--- src/pkg/fbtc_map.vh ---
// Contract
// - Analog values scale so 0x4000 equals reference.
// - Control and status words are two bytes.
// - Addresses 1..125 valid; valid switches block writes.
// - Switches all zeros or ones: use stored.
// - New address active only after power cycle; reset reloads stored address 0x03, so a written one never applies.
// - Export command 12 with card copies description.
// - Telegram selection defaults to code 1.
// - Accept telegram codes 1,20,350,352,353,354,999.
// - Telegram code write sets word routing automatically.
// - Routing changes only while telegram code is 999.
// - Below 999, extended mirrors code, writes rejected.
// - At 999 extended writable; 999 frees routing.
// - At 999 with base telegram, extensions only.
// - I/O macro 7 selects fieldbus command configuration.
`ifndef FBTC_MAP_VH
`define FBTC_MAP_VH

// ****************************************************************
// Register offsets (word addresses on the plain register port).
// ****************************************************************
`define FBTC_REG_ADDR_STORED 4'h0
`define FBTC_REG_TELEGRAM 4'h1
`define FBTC_REG_EXTENDED 4'h2
`define FBTC_REG_CARD_CMD 4'h3
`define FBTC_REG_IO_MACRO 4'h4
`define FBTC_REG_STATUS 4'h5
`define FBTC_REG_ROUTE_IDX 4'h6
`define FBTC_REG_ROUTE_SRC 4'h7
`define FBTC_REG_SCALE_REF 4'h8
`define FBTC_REG_SCALE_VAL 4'h9
`define FBTC_REG_SCALE_OUT 4'ha
`define FBTC_REG_CTRL_WORD 4'hb

// ****************************************************************
// Codes and reset values.
// ****************************************************************
`define FBTC_TEL_STD1 10'h001
`define FBTC_TEL_STD20 10'h014
`define FBTC_TEL_350 10'h15e
`define FBTC_TEL_352 10'h160
`define FBTC_TEL_353 10'h161
`define FBTC_TEL_354 10'h162
`define FBTC_TEL_FREE 10'h3e7
`define FBTC_CARD_EXPORT 8'h0c
`define FBTC_MACRO_FIELDBUS 8'h07
`define FBTC_ADDR_MAX 7'h7d
`define FBTC_FULL_SCALE 16'h4000
`define FBTC_ROUTE_WORDS 8
`define FBTC_STORED_RESET 7'h03

// ****************************************************************
// Status register bit positions.
// ****************************************************************
`define FBTC_ST_SW_VALID 0
`define FBTC_ST_ROUTE_FREE 1
`define FBTC_ST_EXPORT_BUSY 2
`define FBTC_ST_FIELDBUS_IO 3
`define FBTC_ST_REJECT 4
`define FBTC_ST_CHAN 5

`endif

--- src/logic/fbtc_scale.v ---
`timescale 1ns/100ps
`include "fbtc_map.vh"

// Normalises a physical value so that the reference maps to full scale.
module fbtc_scale #(
    parameter WIDTH = 16
) (
    input wire CLOCK,
    input wire RST_N,
    input wire [WIDTH-1:0] REF_VALUE,
    input wire [WIDTH-1:0] PHYS_VALUE,
    output reg [WIDTH-1:0] SCALED
);

    // Product of value and full scale before division.
    wire [2*WIDTH-1:0] product;
    // Quotient kept wide so overflow can be clipped.
    wire [2*WIDTH-1:0] quotient;

    assign product = PHYS_VALUE * `FBTC_FULL_SCALE;
    // A zero reference would divide by zero, so full scale is reported instead.
    assign quotient = (REF_VALUE == {WIDTH{1'b0}}) ? {{WIDTH{1'b0}}, `FBTC_FULL_SCALE} :
                      product / REF_VALUE;

    // ****************************************************************
    // Output register, saturating at the largest code.
    // ****************************************************************
    always @(posedge CLOCK or negedge RST_N) begin
        if (!RST_N) begin
            SCALED <= {WIDTH{1'b0}};
        end else if (|quotient[2*WIDTH-1:WIDTH]) begin
            SCALED <= {WIDTH{1'b1}};
        end else begin
            SCALED <= quotient[WIDTH-1:0];
        end
    end

endmodule

--- src/logic/fbtc_config.v ---
`timescale 1ns/100ps
`include "fbtc_map.vh"

// Fieldbus telegram and address configuration of the slave port.
module fbtc_config #(
    parameter ROUTE_WORDS = `FBTC_ROUTE_WORDS
) (
    input wire CLOCK,
    input wire RST_N,
    input wire [6:0] ADDR_SWITCH,
    input wire CARD_PRESENT,
    input wire EXPORT_DONE,
    input wire [3:0] REG_ADDR,
    input wire [15:0] REG_WDATA,
    input wire REG_WR,
    input wire REG_RD,
    input wire BYTE_SWAP,
    input wire [15:0] CTRL_WORD_IN,
    output reg [15:0] REG_RDATA,
    output reg [6:0] BUS_ADDRESS,
    output reg EXPORT_START,
    output reg FIELDBUS_IO,
    output reg [3:0] RX_WORDS,
    output reg [3:0] TX_WORDS,
    output reg PARAM_CHAN,
    output reg [15:0] CTRL_WORD_OUT
);

    // ****************************************************************
    // Declarations.
    // ****************************************************************
    reg [6:0] sw_meta_q; // First synchroniser stage, read only by sw_sync_q.
    reg [6:0] sw_sync_q; // Synchronised switch bank.
    reg [6:0] stored_bus_address_q; // Software stored address.
    reg [9:0] telegram_select_code_q; // Base telegram code.
    reg [9:0] extended_telegram_select_q; // Extended telegram code.
    reg [7:0] card_export_command_q; // Card export command setting.
    reg [7:0] io_macro_select_q; // I/O macro selection.
    reg export_busy_q; // Export in progress.
    reg reject_q; // Last write was refused; sticky until status read.
    reg [2:0] route_idx_q; // Routing index pointer.
    reg [7:0] signal_routing_q [0:ROUTE_WORDS-1]; // Source per word.
    reg [3:0] base_words_q; // Words locked by the base telegram.
    reg [15:0] scale_ref_q; // Reference for normalisation.
    reg [15:0] scale_val_q; // Physical value to normalise.
    reg [1:0] boot_q; // Counts the first two edges after reset release.
    wire [15:0] scaled; // Normalised value.
    wire sw_valid; // Switch address usable.
    wire route_free; // All routing writable.
    wire route_wr_ok; // Current routing index writable.
    wire wr_rejected; // This cycle's write is refused.
    integer i;

    // Address validity check used for both sources.
    function addr_ok;
        input [6:0] a;
        begin
            addr_ok = (a != 7'h00) && (a <= `FBTC_ADDR_MAX);
        end
    endfunction

    // Accepted telegram codes.
    function code_ok;
        input [9:0] c;
        begin
            code_ok = (c == `FBTC_TEL_STD1) || (c == `FBTC_TEL_STD20) ||
                      (c == `FBTC_TEL_350) || (c == `FBTC_TEL_352) ||
                      (c == `FBTC_TEL_353) || (c == `FBTC_TEL_354) ||
                      (c == `FBTC_TEL_FREE);
        end
    endfunction

    // Receive word count of a telegram; free code gives the maximum.
    function [3:0] rx_len;
        input [9:0] c;
        begin
            case (c)
                `FBTC_TEL_STD1: rx_len = 4'h2;
                `FBTC_TEL_STD20: rx_len = 4'h2;
                `FBTC_TEL_350: rx_len = 4'h4;
                `FBTC_TEL_352: rx_len = 4'h6;
                `FBTC_TEL_353: rx_len = 4'h2;
                `FBTC_TEL_354: rx_len = 4'h6;
                default: rx_len = 4'h8;
            endcase
        end
    endfunction

    // Transmit word count of a telegram.
    function [3:0] tx_len;
        input [9:0] c;
        begin
            case (c)
                `FBTC_TEL_STD20: tx_len = 4'h6;
                default: tx_len = rx_len(c);
            endcase
        end
    endfunction

    // Parameter channel present for the two combined telegrams.
    function has_chan;
        input [9:0] c;
        begin
            has_chan = (c == `FBTC_TEL_353) || (c == `FBTC_TEL_354);
        end
    endfunction

    // ****************************************************************
    // Switch synchroniser.
    // ****************************************************************
    always @(posedge CLOCK or negedge RST_N) begin
        if (!RST_N) begin
            sw_meta_q <= 7'h00;
            sw_sync_q <= 7'h00;
        end else begin
            sw_meta_q <= ADDR_SWITCH;
            sw_sync_q <= sw_meta_q;
        end
    end

    // All zeros is invalid anyway; all ones is 127, also invalid.
    assign sw_valid = addr_ok(sw_sync_q);
    assign route_free = (telegram_select_code_q == `FBTC_TEL_FREE) &&
                        (extended_telegram_select_q == `FBTC_TEL_FREE);
    // Under an extended base telegram only appended words are writable.
    assign route_wr_ok = route_free ||
                         ((telegram_select_code_q == `FBTC_TEL_FREE) &&
                          ({1'b0, route_idx_q} >= base_words_q));
    assign wr_rejected = REG_WR && (
        ((REG_ADDR == `FBTC_REG_ADDR_STORED) && sw_valid) ||
        ((REG_ADDR == `FBTC_REG_ADDR_STORED) && !addr_ok(REG_WDATA[6:0])) ||
        ((REG_ADDR == `FBTC_REG_TELEGRAM) && !code_ok(REG_WDATA[9:0])) ||
        ((REG_ADDR == `FBTC_REG_EXTENDED) &&
         ((telegram_select_code_q != `FBTC_TEL_FREE) || !code_ok(REG_WDATA[9:0]))) ||
        ((REG_ADDR == `FBTC_REG_ROUTE_SRC) && !route_wr_ok));

    // ****************************************************************
    // Settings registers.
    // ****************************************************************
    always @(posedge CLOCK or negedge RST_N) begin
        if (!RST_N) begin
            stored_bus_address_q <= `FBTC_STORED_RESET;
            telegram_select_code_q <= `FBTC_TEL_STD1;
            extended_telegram_select_q <= `FBTC_TEL_STD1;
            card_export_command_q <= 8'h00;
            io_macro_select_q <= 8'h00;
            route_idx_q <= 3'h0;
            scale_ref_q <= 16'h0000;
            scale_val_q <= 16'h0000;
            base_words_q <= 4'h2;
        end else if (REG_WR && !wr_rejected) begin
            case (REG_ADDR)
                `FBTC_REG_ADDR_STORED: begin
                    stored_bus_address_q <= REG_WDATA[6:0];
                end
                `FBTC_REG_TELEGRAM: begin
                    telegram_select_code_q <= REG_WDATA[9:0];
                    // The extended selection follows a fixed code.
                    extended_telegram_select_q <= REG_WDATA[9:0];
                    base_words_q <= rx_len(REG_WDATA[9:0]);
                end
                `FBTC_REG_EXTENDED: begin
                    extended_telegram_select_q <= REG_WDATA[9:0];
                    base_words_q <= (REG_WDATA[9:0] == `FBTC_TEL_FREE) ? 4'h0 :
                                    rx_len(REG_WDATA[9:0]);
                end
                `FBTC_REG_CARD_CMD: begin
                    card_export_command_q <= REG_WDATA[7:0];
                end
                `FBTC_REG_IO_MACRO: begin
                    io_macro_select_q <= REG_WDATA[7:0];
                end
                `FBTC_REG_ROUTE_IDX: begin
                    route_idx_q <= REG_WDATA[2:0];
                end
                `FBTC_REG_SCALE_REF: begin
                    scale_ref_q <= REG_WDATA;
                end
                `FBTC_REG_SCALE_VAL: begin
                    scale_val_q <= REG_WDATA;
                end
                default: begin
                    route_idx_q <= route_idx_q;
                end
            endcase
        end
    end

    // ****************************************************************
    // Word routing table.
    // ****************************************************************
    // A telegram code write reloads the default routing: word n takes source n.
    always @(posedge CLOCK or negedge RST_N) begin
        if (!RST_N) begin
            for (i = 0; i < ROUTE_WORDS; i = i + 1) begin
                signal_routing_q[i] <= i[7:0];
            end
        end else if (REG_WR && !wr_rejected && (REG_ADDR == `FBTC_REG_TELEGRAM)) begin
            for (i = 0; i < ROUTE_WORDS; i = i + 1) begin
                signal_routing_q[i] <= i[7:0];
            end
        end else if (REG_WR && !wr_rejected && (REG_ADDR == `FBTC_REG_ROUTE_SRC)) begin
            signal_routing_q[route_idx_q] <= REG_WDATA[7:0];
        end
    end

    // ****************************************************************
    // Card export and reject flag.
    // ****************************************************************
    // The command starts an export whenever none is busy and a card is present; busy clears when the card side is done or the card is pulled.
    always @(posedge CLOCK or negedge RST_N) begin
        if (!RST_N) begin
            export_busy_q <= 1'b0;
            EXPORT_START <= 1'b0;
            reject_q <= 1'b0;
        end else begin
            EXPORT_START <= 1'b0;
            if (!export_busy_q && CARD_PRESENT &&
                (card_export_command_q == `FBTC_CARD_EXPORT)) begin
                export_busy_q <= 1'b1;
                EXPORT_START <= 1'b1;
            end else if (export_busy_q && (EXPORT_DONE || !CARD_PRESENT)) begin
                export_busy_q <= 1'b0;
            end
            // A refusal in the same cycle as the clearing read wins.
            if (wr_rejected) begin
                reject_q <= 1'b1;
            end else if (REG_RD && (REG_ADDR == `FBTC_REG_STATUS)) begin
                reject_q <= 1'b0;
            end
        end
    end

    // ****************************************************************
    // Bus address, latched once after reset release.
    // ****************************************************************
    // Reset stands for a power cycle, so later switch changes wait for the next one; it also reloads the stored address.
    always @(posedge CLOCK or negedge RST_N) begin
        if (!RST_N) begin
            boot_q <= 2'h0;
            BUS_ADDRESS <= 7'h00;
        end else begin
            if (boot_q != 2'h2) begin
                boot_q <= boot_q + 2'h1;
            end
            // The synchroniser fills on edges one and two, so capture on the third.
            if (boot_q != 2'h2) begin
                BUS_ADDRESS <= 7'h00;
            end else if (BUS_ADDRESS == 7'h00) begin
                BUS_ADDRESS <= sw_valid ? sw_sync_q : stored_bus_address_q;
            end
        end
    end

    // ****************************************************************
    // Telegram outputs and control word byte order.
    // ****************************************************************
    always @(posedge CLOCK or negedge RST_N) begin
        if (!RST_N) begin
            RX_WORDS <= 4'h2;
            TX_WORDS <= 4'h2;
            PARAM_CHAN <= 1'b0;
            FIELDBUS_IO <= 1'b0;
            CTRL_WORD_OUT <= 16'h0000;
        end else begin
            RX_WORDS <= rx_len(extended_telegram_select_q);
            TX_WORDS <= tx_len(extended_telegram_select_q);
            PARAM_CHAN <= has_chan(extended_telegram_select_q);
            FIELDBUS_IO <= (io_macro_select_q == `FBTC_MACRO_FIELDBUS);
            // Byte order is agreed per controller, so the BYTE_SWAP input chooses it.
            CTRL_WORD_OUT <= BYTE_SWAP ? {CTRL_WORD_IN[7:0], CTRL_WORD_IN[15:8]} :
                             CTRL_WORD_IN;
        end
    end

    // ****************************************************************
    // Normaliser.
    // ****************************************************************
    fbtc_scale #(
        .WIDTH(16)
    ) u_scale (
        .CLOCK(CLOCK),
        .RST_N(RST_N),
        .REF_VALUE(scale_ref_q),
        .PHYS_VALUE(scale_val_q),
        .SCALED(scaled)
    );

    // ****************************************************************
    // Read data, one cycle after the read strobe; zero otherwise.
    // ****************************************************************
    always @(posedge CLOCK or negedge RST_N) begin
        if (!RST_N) begin
            REG_RDATA <= 16'h0000;
        end else if (REG_RD) begin
            case (REG_ADDR)
                `FBTC_REG_ADDR_STORED: REG_RDATA <= {9'h000, stored_bus_address_q};
                `FBTC_REG_TELEGRAM: REG_RDATA <= {6'h00, telegram_select_code_q};
                `FBTC_REG_EXTENDED: REG_RDATA <= {6'h00, extended_telegram_select_q};
                `FBTC_REG_CARD_CMD: REG_RDATA <= {8'h00, card_export_command_q};
                `FBTC_REG_IO_MACRO: REG_RDATA <= {8'h00, io_macro_select_q};
                `FBTC_REG_STATUS: begin
                    REG_RDATA <= {10'h000, PARAM_CHAN, reject_q, FIELDBUS_IO,
                                  export_busy_q, route_free, sw_valid};
                end
                `FBTC_REG_ROUTE_IDX: REG_RDATA <= {13'h0000, route_idx_q};
                `FBTC_REG_ROUTE_SRC: REG_RDATA <= {8'h00, signal_routing_q[route_idx_q]};
                `FBTC_REG_SCALE_REF: REG_RDATA <= scale_ref_q;
                `FBTC_REG_SCALE_VAL: REG_RDATA <= scale_val_q;
                `FBTC_REG_SCALE_OUT: REG_RDATA <= scaled;
                `FBTC_REG_CTRL_WORD: REG_RDATA <= CTRL_WORD_OUT;
                default: REG_RDATA <= 16'h0000;
            endcase
        end else begin
            REG_RDATA <= 16'h0000;
        end
    end

endmodule

--- config.mk ---
export PLATFORM = sky130hd
export DESIGN_NAME = fbtc_config
export DESIGN_NICKNAME = d
export VERILOG_FILES = /design/src/logic/fbtc_scale.v /design/src/logic/fbtc_config.v
export VERILOG_INCLUDE_DIRS = /design/src /design/src/pkg
export SDC_FILE = /design/constraint.sdc
export NUM_CORES = 2
export LEC_CHECK = 0
export ABC_AREA = 1
export BUFFER_PORTS_ARGS = -buffer_cell sky130_fd_sc_hd__buf_2
export CAP_MARGIN = 40
export CORE_MARGIN = 1
export CORE_UTILIZATION = 51
export DETAILED_ROUTE_END_ITERATION = 12
export PLACE_DENSITY = 0.71
export SETUP_SLACK_MARGIN = 0.5
export SYNTH_ARGS = -nofsm -noshare
export SYNTH_HDL_FRONTEND = slang
export SYNTH_SLANG_ARGS = --single-unit
export TNS_END_PERCENT = 1
--- constraint.sdc ---
create_clock -name CLOCK -period 120.1 [get_ports CLOCK]
set_clock_uncertainty 0.15 [all_clocks]
set_input_delay 18.015 -clock CLOCK [delete_from_list [all_inputs] [get_ports CLOCK]]
set_output_delay 18.015 -clock CLOCK [all_outputs]
set_load 0.05 [all_outputs]
; After elaboration in Yosys (flattened, before gate mapping)
; Cells that the tools add are included.
[word_totals]
out_inout_bits = 50
ff_bits = 230
input_bits = 50
[classes]
add_sub_neg = 1
order_cmp = 5
n_reduce_logical = 64
eq_ne = 30
n_mux = 27
n_bitwise = 1
div = 1
[op_table]
columns = op, n
row1 = $pmux 16 s12, 1
row2 = $mux 64, 2
row3 = $eq 10x9->1 const B, 8
row4 = $bwmux 64, 1
row5 = $mux 16, 3
row6 = $pmux 4 s3, 3
row7 = $div 30x16->32, 1
row8 = $mux 32, 1
row9 = $eq 10x10->1 const B, 3
row10 = $bmux 8 s3, 1
row11 = $demux 8 s3, 1
row12 = $mux 8, 3
row13 = $mux 7, 3
row14 = $eq 10x1->1 const B, 2
row15 = $eq 10x5->1 const B, 2
row16 = $logic_and 1x1->1, 18
row17 = $reduce_and 2->1, 9
row18 = $eq 4x3->1 const B, 4
row19 = $eq 4x4->1 const B, 4
row20 = $logic_not 16->1, 1
row21 = $reduce_or 16->1, 1
row22 = $le 7x7->1 const B, 2
row23 = $logic_or 1x1->1, 14
row24 = $reduce_bool 7->1, 2
row25 = other kinds (20), 39

; Depth between registers and ports, before layout
[depth]
depth_word = 18
depth_mapped = 504
ltp_nobuf = 464

; Hierarchy
; From an unflattened synthesis, not the netlist that was laid out.
[hier_totals]
hier_cells = 5768
area_unflattened_um2 = 35994.5
[modules_own_cells]
columns = module, n_inst, cells_per_inst, area_each_um2
row1 = fbtc_scale, 1, 4592, 25911.1
row2 = fbtc_config, 1, 1176, 10083.4

; Worst setup path after synthesis
; Ideal clock, no wire load.
[synth_path]
kind = register -> register
startpoint = register scale_ref_q[0]
endpoint = register u_scale.SCALED[0]
required_time_ns = 119.833
setup_time_ns = 0.117
synth_period_minus_slack_ns = 65.785
stages_incl_launch_ff = 479
setup_slack_ns = 54.315
arrival_time_ns = 65.519
cell_sequence = dfrtp_1 -> inv_1 -> clkbuf_1 -> buf_1 -> ha_1 -> nor2_1 -> nor2_1 -> nor2_1 -> nor2_2 -> nand3_1 -> inv_1 -> ha_1 -> o21ai_1 -> nand2_1 -> nand2_1 -> nand2_1 -> nand3_1 -> nand2_1 -> (+443 left out) -> nand3_2 -> nor2_4 -> inv_4 -> nor2_8 -> nand2_4 -> buf_8 -> buf_8 -> o21ai_1 -> inv_1 -> ha_1 -> a21oi_1 -> a21oi_1 -> a2111oi_0 -> nand3_2 -> nor2_1 -> nand3_1 -> nor2_1 -> nor2_1
[synth_between]
elab_chain_cells = 4
[synth_lines]
columns = item, line
row1 = start: declaration, fbtc_config.v:44  ; reg [15:0] scale_ref_q;
row2 = start signal: assignment, fbtc_config.v:148  ; scale_ref_q <= 16'h0000;
row3 = start signal: assignment, fbtc_config.v:177  ; scale_ref_q <= REG_WDATA;
row4 = $div 30x16->32 / $logic_not 16->1 (equally long branches), "fbtc_scale.v:23, fbtc_scale.v:22"
row5 = $mux 32 (*), fbtc_scale.v:22  ; assign quotient = (REF_VALUE == {WIDTH{1'b0}}) ? {{WIDTH{1'b0}}, `FBTC_FULL_SCALE} :
row6 = $reduce_or 16->1, fbtc_scale.v:31  ; end else if (|quotient[2*WIDTH-1:WIDTH]) begin
row7 = $mux 16 (*), fbtc_scale.v:31
row8 = end signal: assignment, fbtc_scale.v:30  ; SCALED <= {WIDTH{1'b0}};
row9 = end signal: assignment, fbtc_scale.v:32  ; SCALED <= {WIDTH{1'b1}};
row10 = end signal: assignment, fbtc_scale.v:34  ; SCALED <= quotient[WIDTH-1:0];
row11 = end: declaration, fbtc_scale.v:12  ; output reg [WIDTH-1:0] SCALED
; Mark *: on every way between the ends. The rest lies on a longest branch, timed or not.
; A chain may end at the register's enable or synchronous reset.

; Worst setup path in the final report
[layout_path]
startpoint = register scale_ref_q[14]
endpoint = register u_scale.SCALED[0]
; The elaborated chain is that of the path after synthesis.

==> results.yml <==
yosys:
  synth_edf_count: 0
  ys.flop_type: "dfrtp_1"
  syn_inst: 5627
  synth.distinct_cells: 85
  synth-seq-cells: 227
  async_reset_ff_frac: 1.00
  yosysWarnings: 0
  seq_area_frac_synth: 0.157
  avgSynthCellArea_um2: 6.46
  syn_area_um2: 36300
grt:
  grt_overflow_total: 0
  grt_use_met2: 0.511
  grt_first_pass_wirelength_um: 182000
  grtUsageMet1: 0.421
  grt_pass1_vias: 35000
  grt_max_degree: 98
  grt.met3_usage: 0.0435
  grt_usage: 0.311
  antenna_found_initial: 0
  busiest_layer: "met2"
sta:
  final.setup.tns_ns: 0
  period_needed_ns: 73.52
  fmax_mhz: 13.6
  maxSlewViolCount: 0
  setup_violations: 0
  relSlewSlack: 0.395
  worst_slack_ns: 46.58
  fin_crit_sh: 0.612
  finalHoldViolCount: 0
  max_slew.worst_pin.slew_ns: 0.904
  rsz0062_at_grt: "no"
floorplanning:
  dieArea_um2: 72300
  core_um2: 70300
  fp-row-count: 97
  die_x_um: 269
  ioPinCount: 100
  die-height_um: 269
  start_util: 0.517
routing:
  wl_um: 114000
  ant_nets: 0
  drt_iter0_drc: 3202
  vias_per_cell: 5.66
  vias: 37500
  drc: 0
  first_pass_iters: 6
  wl_per_cell_um: 17.2
placed_design:
  place_hpwl_um: 88800
  port_buffers: 97
  globalplace.congestion: 0.987
  post-place-ws_ns: 47.57
  place_area_um2: 37700
outcome:
  status: "finished, final reports clean"
worst_setup_path:
  start_kind: "flop"
  worst_setup_path_end_kind: "flop"
  cp.required_ns: 120.38
  r2r-start: "scale_ref_q[14]$_DFFE_PN0P_"
  r2r_cells: 431
  cp_max_fo: 36
  critPathMaxStageDelay_ns: 0.68
  r2r_setup_slack_ns: 46.58
  cp_slowest_cell: "a2111oi_0"
  cp.arrival_ns: 73.80
  r2r_end: "u_scale.SCALED[0]$_DFF_PN0_"
  critPathMostFrequentCell: "nand2_1"
  critPathKind: "reg -> reg"
clock_tree:
  numCtsBuffers: 25
  clk_pin_slew_ns: 0.07
  cts_root_buffer: "clkbuf_16"
  clk_latency_ns: 0.56
  cts_htree_levels: 1
  postCtsSetupBuffers: 0
  clkSinkCount: 227
  postCtsResizedCells: 0
  cts_hold_buf: 0
  cts_tree: "done"
  clk_path_buf_depth: 3
layout:
  postLayoutCellArea_um2: 38500
  nFillCells: 7079
  layout-drive-gt1-share: 0.112
  area_growth_pct: 6.04
  n_antenna_cell: 0
  nets: 6101
hold_path:
  hold_path.class: "reg -> reg"
  min_path_cells: 0
  worstHoldStart: "sw_meta_q[2]$_DFF_PN0_"
  min_to: "sw_sync_q[2]$_DFF_PN0_"
flow_run:
  drv_cap: 0
==> placed cells by master (no fill, tap or decap), types with 16 or more instances in the layout <==
cell,n
ha_1,381
a221oi_1,35
inv_1,641
o21ai_2,16
clkinv_1,18
nand2_1,1428
o31ai_1,21
xnor2_1,153
nand2_4,45
clkbuf_16,25
a31oi_1,31
o21ai_1,46
nor3_1,60
xor2_1,159
or2_2,55
o21ai_0,459
buf_2,98
nor4_1,28
dfrtp_1,208
dfstp_2,19
nor2_2,29
buf_4,36
nand3_2,63
nor2_1,369
nand4_1,96
o22ai_1,17
nand3_1,335
o211ai_1,23
o21bai_1,32
nor2_4,22
nand2_2,84
inv_2,44
a21oi_1,373
==> state kept, by name (all words and copies together) (netlist names), 2 cells and up <==
register,flops
sw_meta_q,7
BUS_ADDRESS,7
boot_q,2
telegram_select_code_q,10
TX_WORDS,3
CTRL_WORD_OUT,16
stored_bus_address_q,7
scale_ref_q,16
sw_sync_q,7
card_export_command_q,8
io_macro_select_q,8
scale_val_q,16
extended_telegram_select_q,10
route_idx_q,3
u_scale.SCALED,16
REG_RDATA,16
base_words_q,3
signal_routing_q,64
RX_WORDS,3
==> worst max-delay path: cells and delay by family (launching register included) <==
family,cells,cell delay (ns)
simple gates,215,29.14
compound gates,126,23.96
fa+ha+maj,31,10.07
buf+inv,59,9.52
flops,1,0.42
==> cells by family (layout without fill, tap and decap cells) <==
| logic type | Yosys count | in the layout | synth area share |
|---|---|---|---|
| simple gates | 2705 | 2705 | 0.358 |
| compound gates | 1157 | 1157 | 0.182 |
| buf+inv | 842 | 900 | 0.0951 |
| fa+ha+maj | 382 | 382 | 0.132 |
| xor+xnor | 312 | 312 | 0.0752 |
| flops | 227 | 227 | 0.157 |
| other cells | 1 | 4 | 0.000103 |
| mux | 1 | 1 | 0.000276 |
==> final cells by class <==
type | count | area [um^2] | share of cell area
Clock inverter | 11 | 128 | 0.00331
Tap cell | 940 | 1180 | 0.0305
Timing Repair Buffer | 138 | 833 | 0.0216
Sequential cell | 227 | 5700 | 0.148
Multi-Input combinational cell | 4561 | 27200 | 0.706
Inverter | 716 | 2760 | 0.0716
Clock buffer | 35 | 723 | 0.0188
==> synth_stat cells (all sizes together), types with 2 or more instances <==
library cell,number,share of area
nand2,1562,0.18
a2111oi,4,0.00096
o31ai,21,0.0043
xnor2,153,0.037
clkbuf,91,0.0097
inv,692,0.072
o22ai,17,0.0029
and2,13,0.0023
dfstp,19,0.014
a211oi,7,0.0014
nor3,62,0.0087
or2,64,0.011
dfrtp,208,0.14
nand4,102,0.019
a221o,7,0.0019
o2bb2ai,2,0.00048
a31oi,32,0.0057
o2111ai,7,0.0017
a21oi,388,0.055
a32oi,2,0.00048
a221oi,35,0.0084
clkinv,20,0.0025
o21a,9,0.0019
ha,381,0.13
nor3b,4,0.00083
a41oi,9,0.0022
a21boi,5,0.0014
o221ai,7,0.0017
and3,5,0.00086
o311ai,2,0.00048
nor4,29,0.0050
a21o,9,0.0019
nor2,433,0.057
buf,35,0.0094
a22oi,12,0.0025
nand3,413,0.071
o211ai,23,0.0048
o21bai,34,0.0072
xor2,159,0.038
o21ai,521,0.073
nand3b,17,0.0040
bufinv,3,0.0014
==> worst max-delay path by stage <==
stage | slack, ns | start | endpoint | depth (start not counted)
after global routing | 38.17 | scale_ref_q[0]$_DFFE_PN0P_ | u_scale.SCALED[0]$_DFF_PN0_ | 439
after global placement | 49.17 | scale_ref_q[14]$_DFFE_PN0P_ | u_scale.SCALED[0]$_DFF_PN0_ | 433
after floorplan | 54.31 | scale_ref_q[0]$_DFFE_PN0P_ | u_scale.SCALED[0]$_DFF_PN0_ | 478
after detailed placement | 47.57 | scale_ref_q[0]$_DFFE_PN0P_ | u_scale.SCALED[0]$_DFF_PN0_ | 432
final | 46.58 | scale_ref_q[14]$_DFFE_PN0P_ | u_scale.SCALED[0]$_DFF_PN0_ | 431
after CTS | 47.38 | scale_ref_q[0]$_DFFE_PN0P_ | u_scale.SCALED[0]$_DFF_PN0_ | 432
==> routing by layer <==
metal / vias to the layer above / wire (um)
met5: - / 0
met4: 0 / 3660
met3: 236 / 8780
met2: 1300 / 50200
met1: 17100 / 51200
li1: 18900 / -
==> through the flow <==
stage           util  std cells  hold WS [ns]
6_report       0.548       6628         0.199
5_1_grt        0.548       6628         0.205
4_1_cts        0.548       6628         0.199
3_5_place_dp   0.536       6582         0.185
3_3_place_gp   0.535       6573         0.182
2_1_floorplan      -       5630         0.181
Power is left out: the tool's default activity adds up to more than one toggle a clock period on the data nets, which glitch-free logic cannot reach.
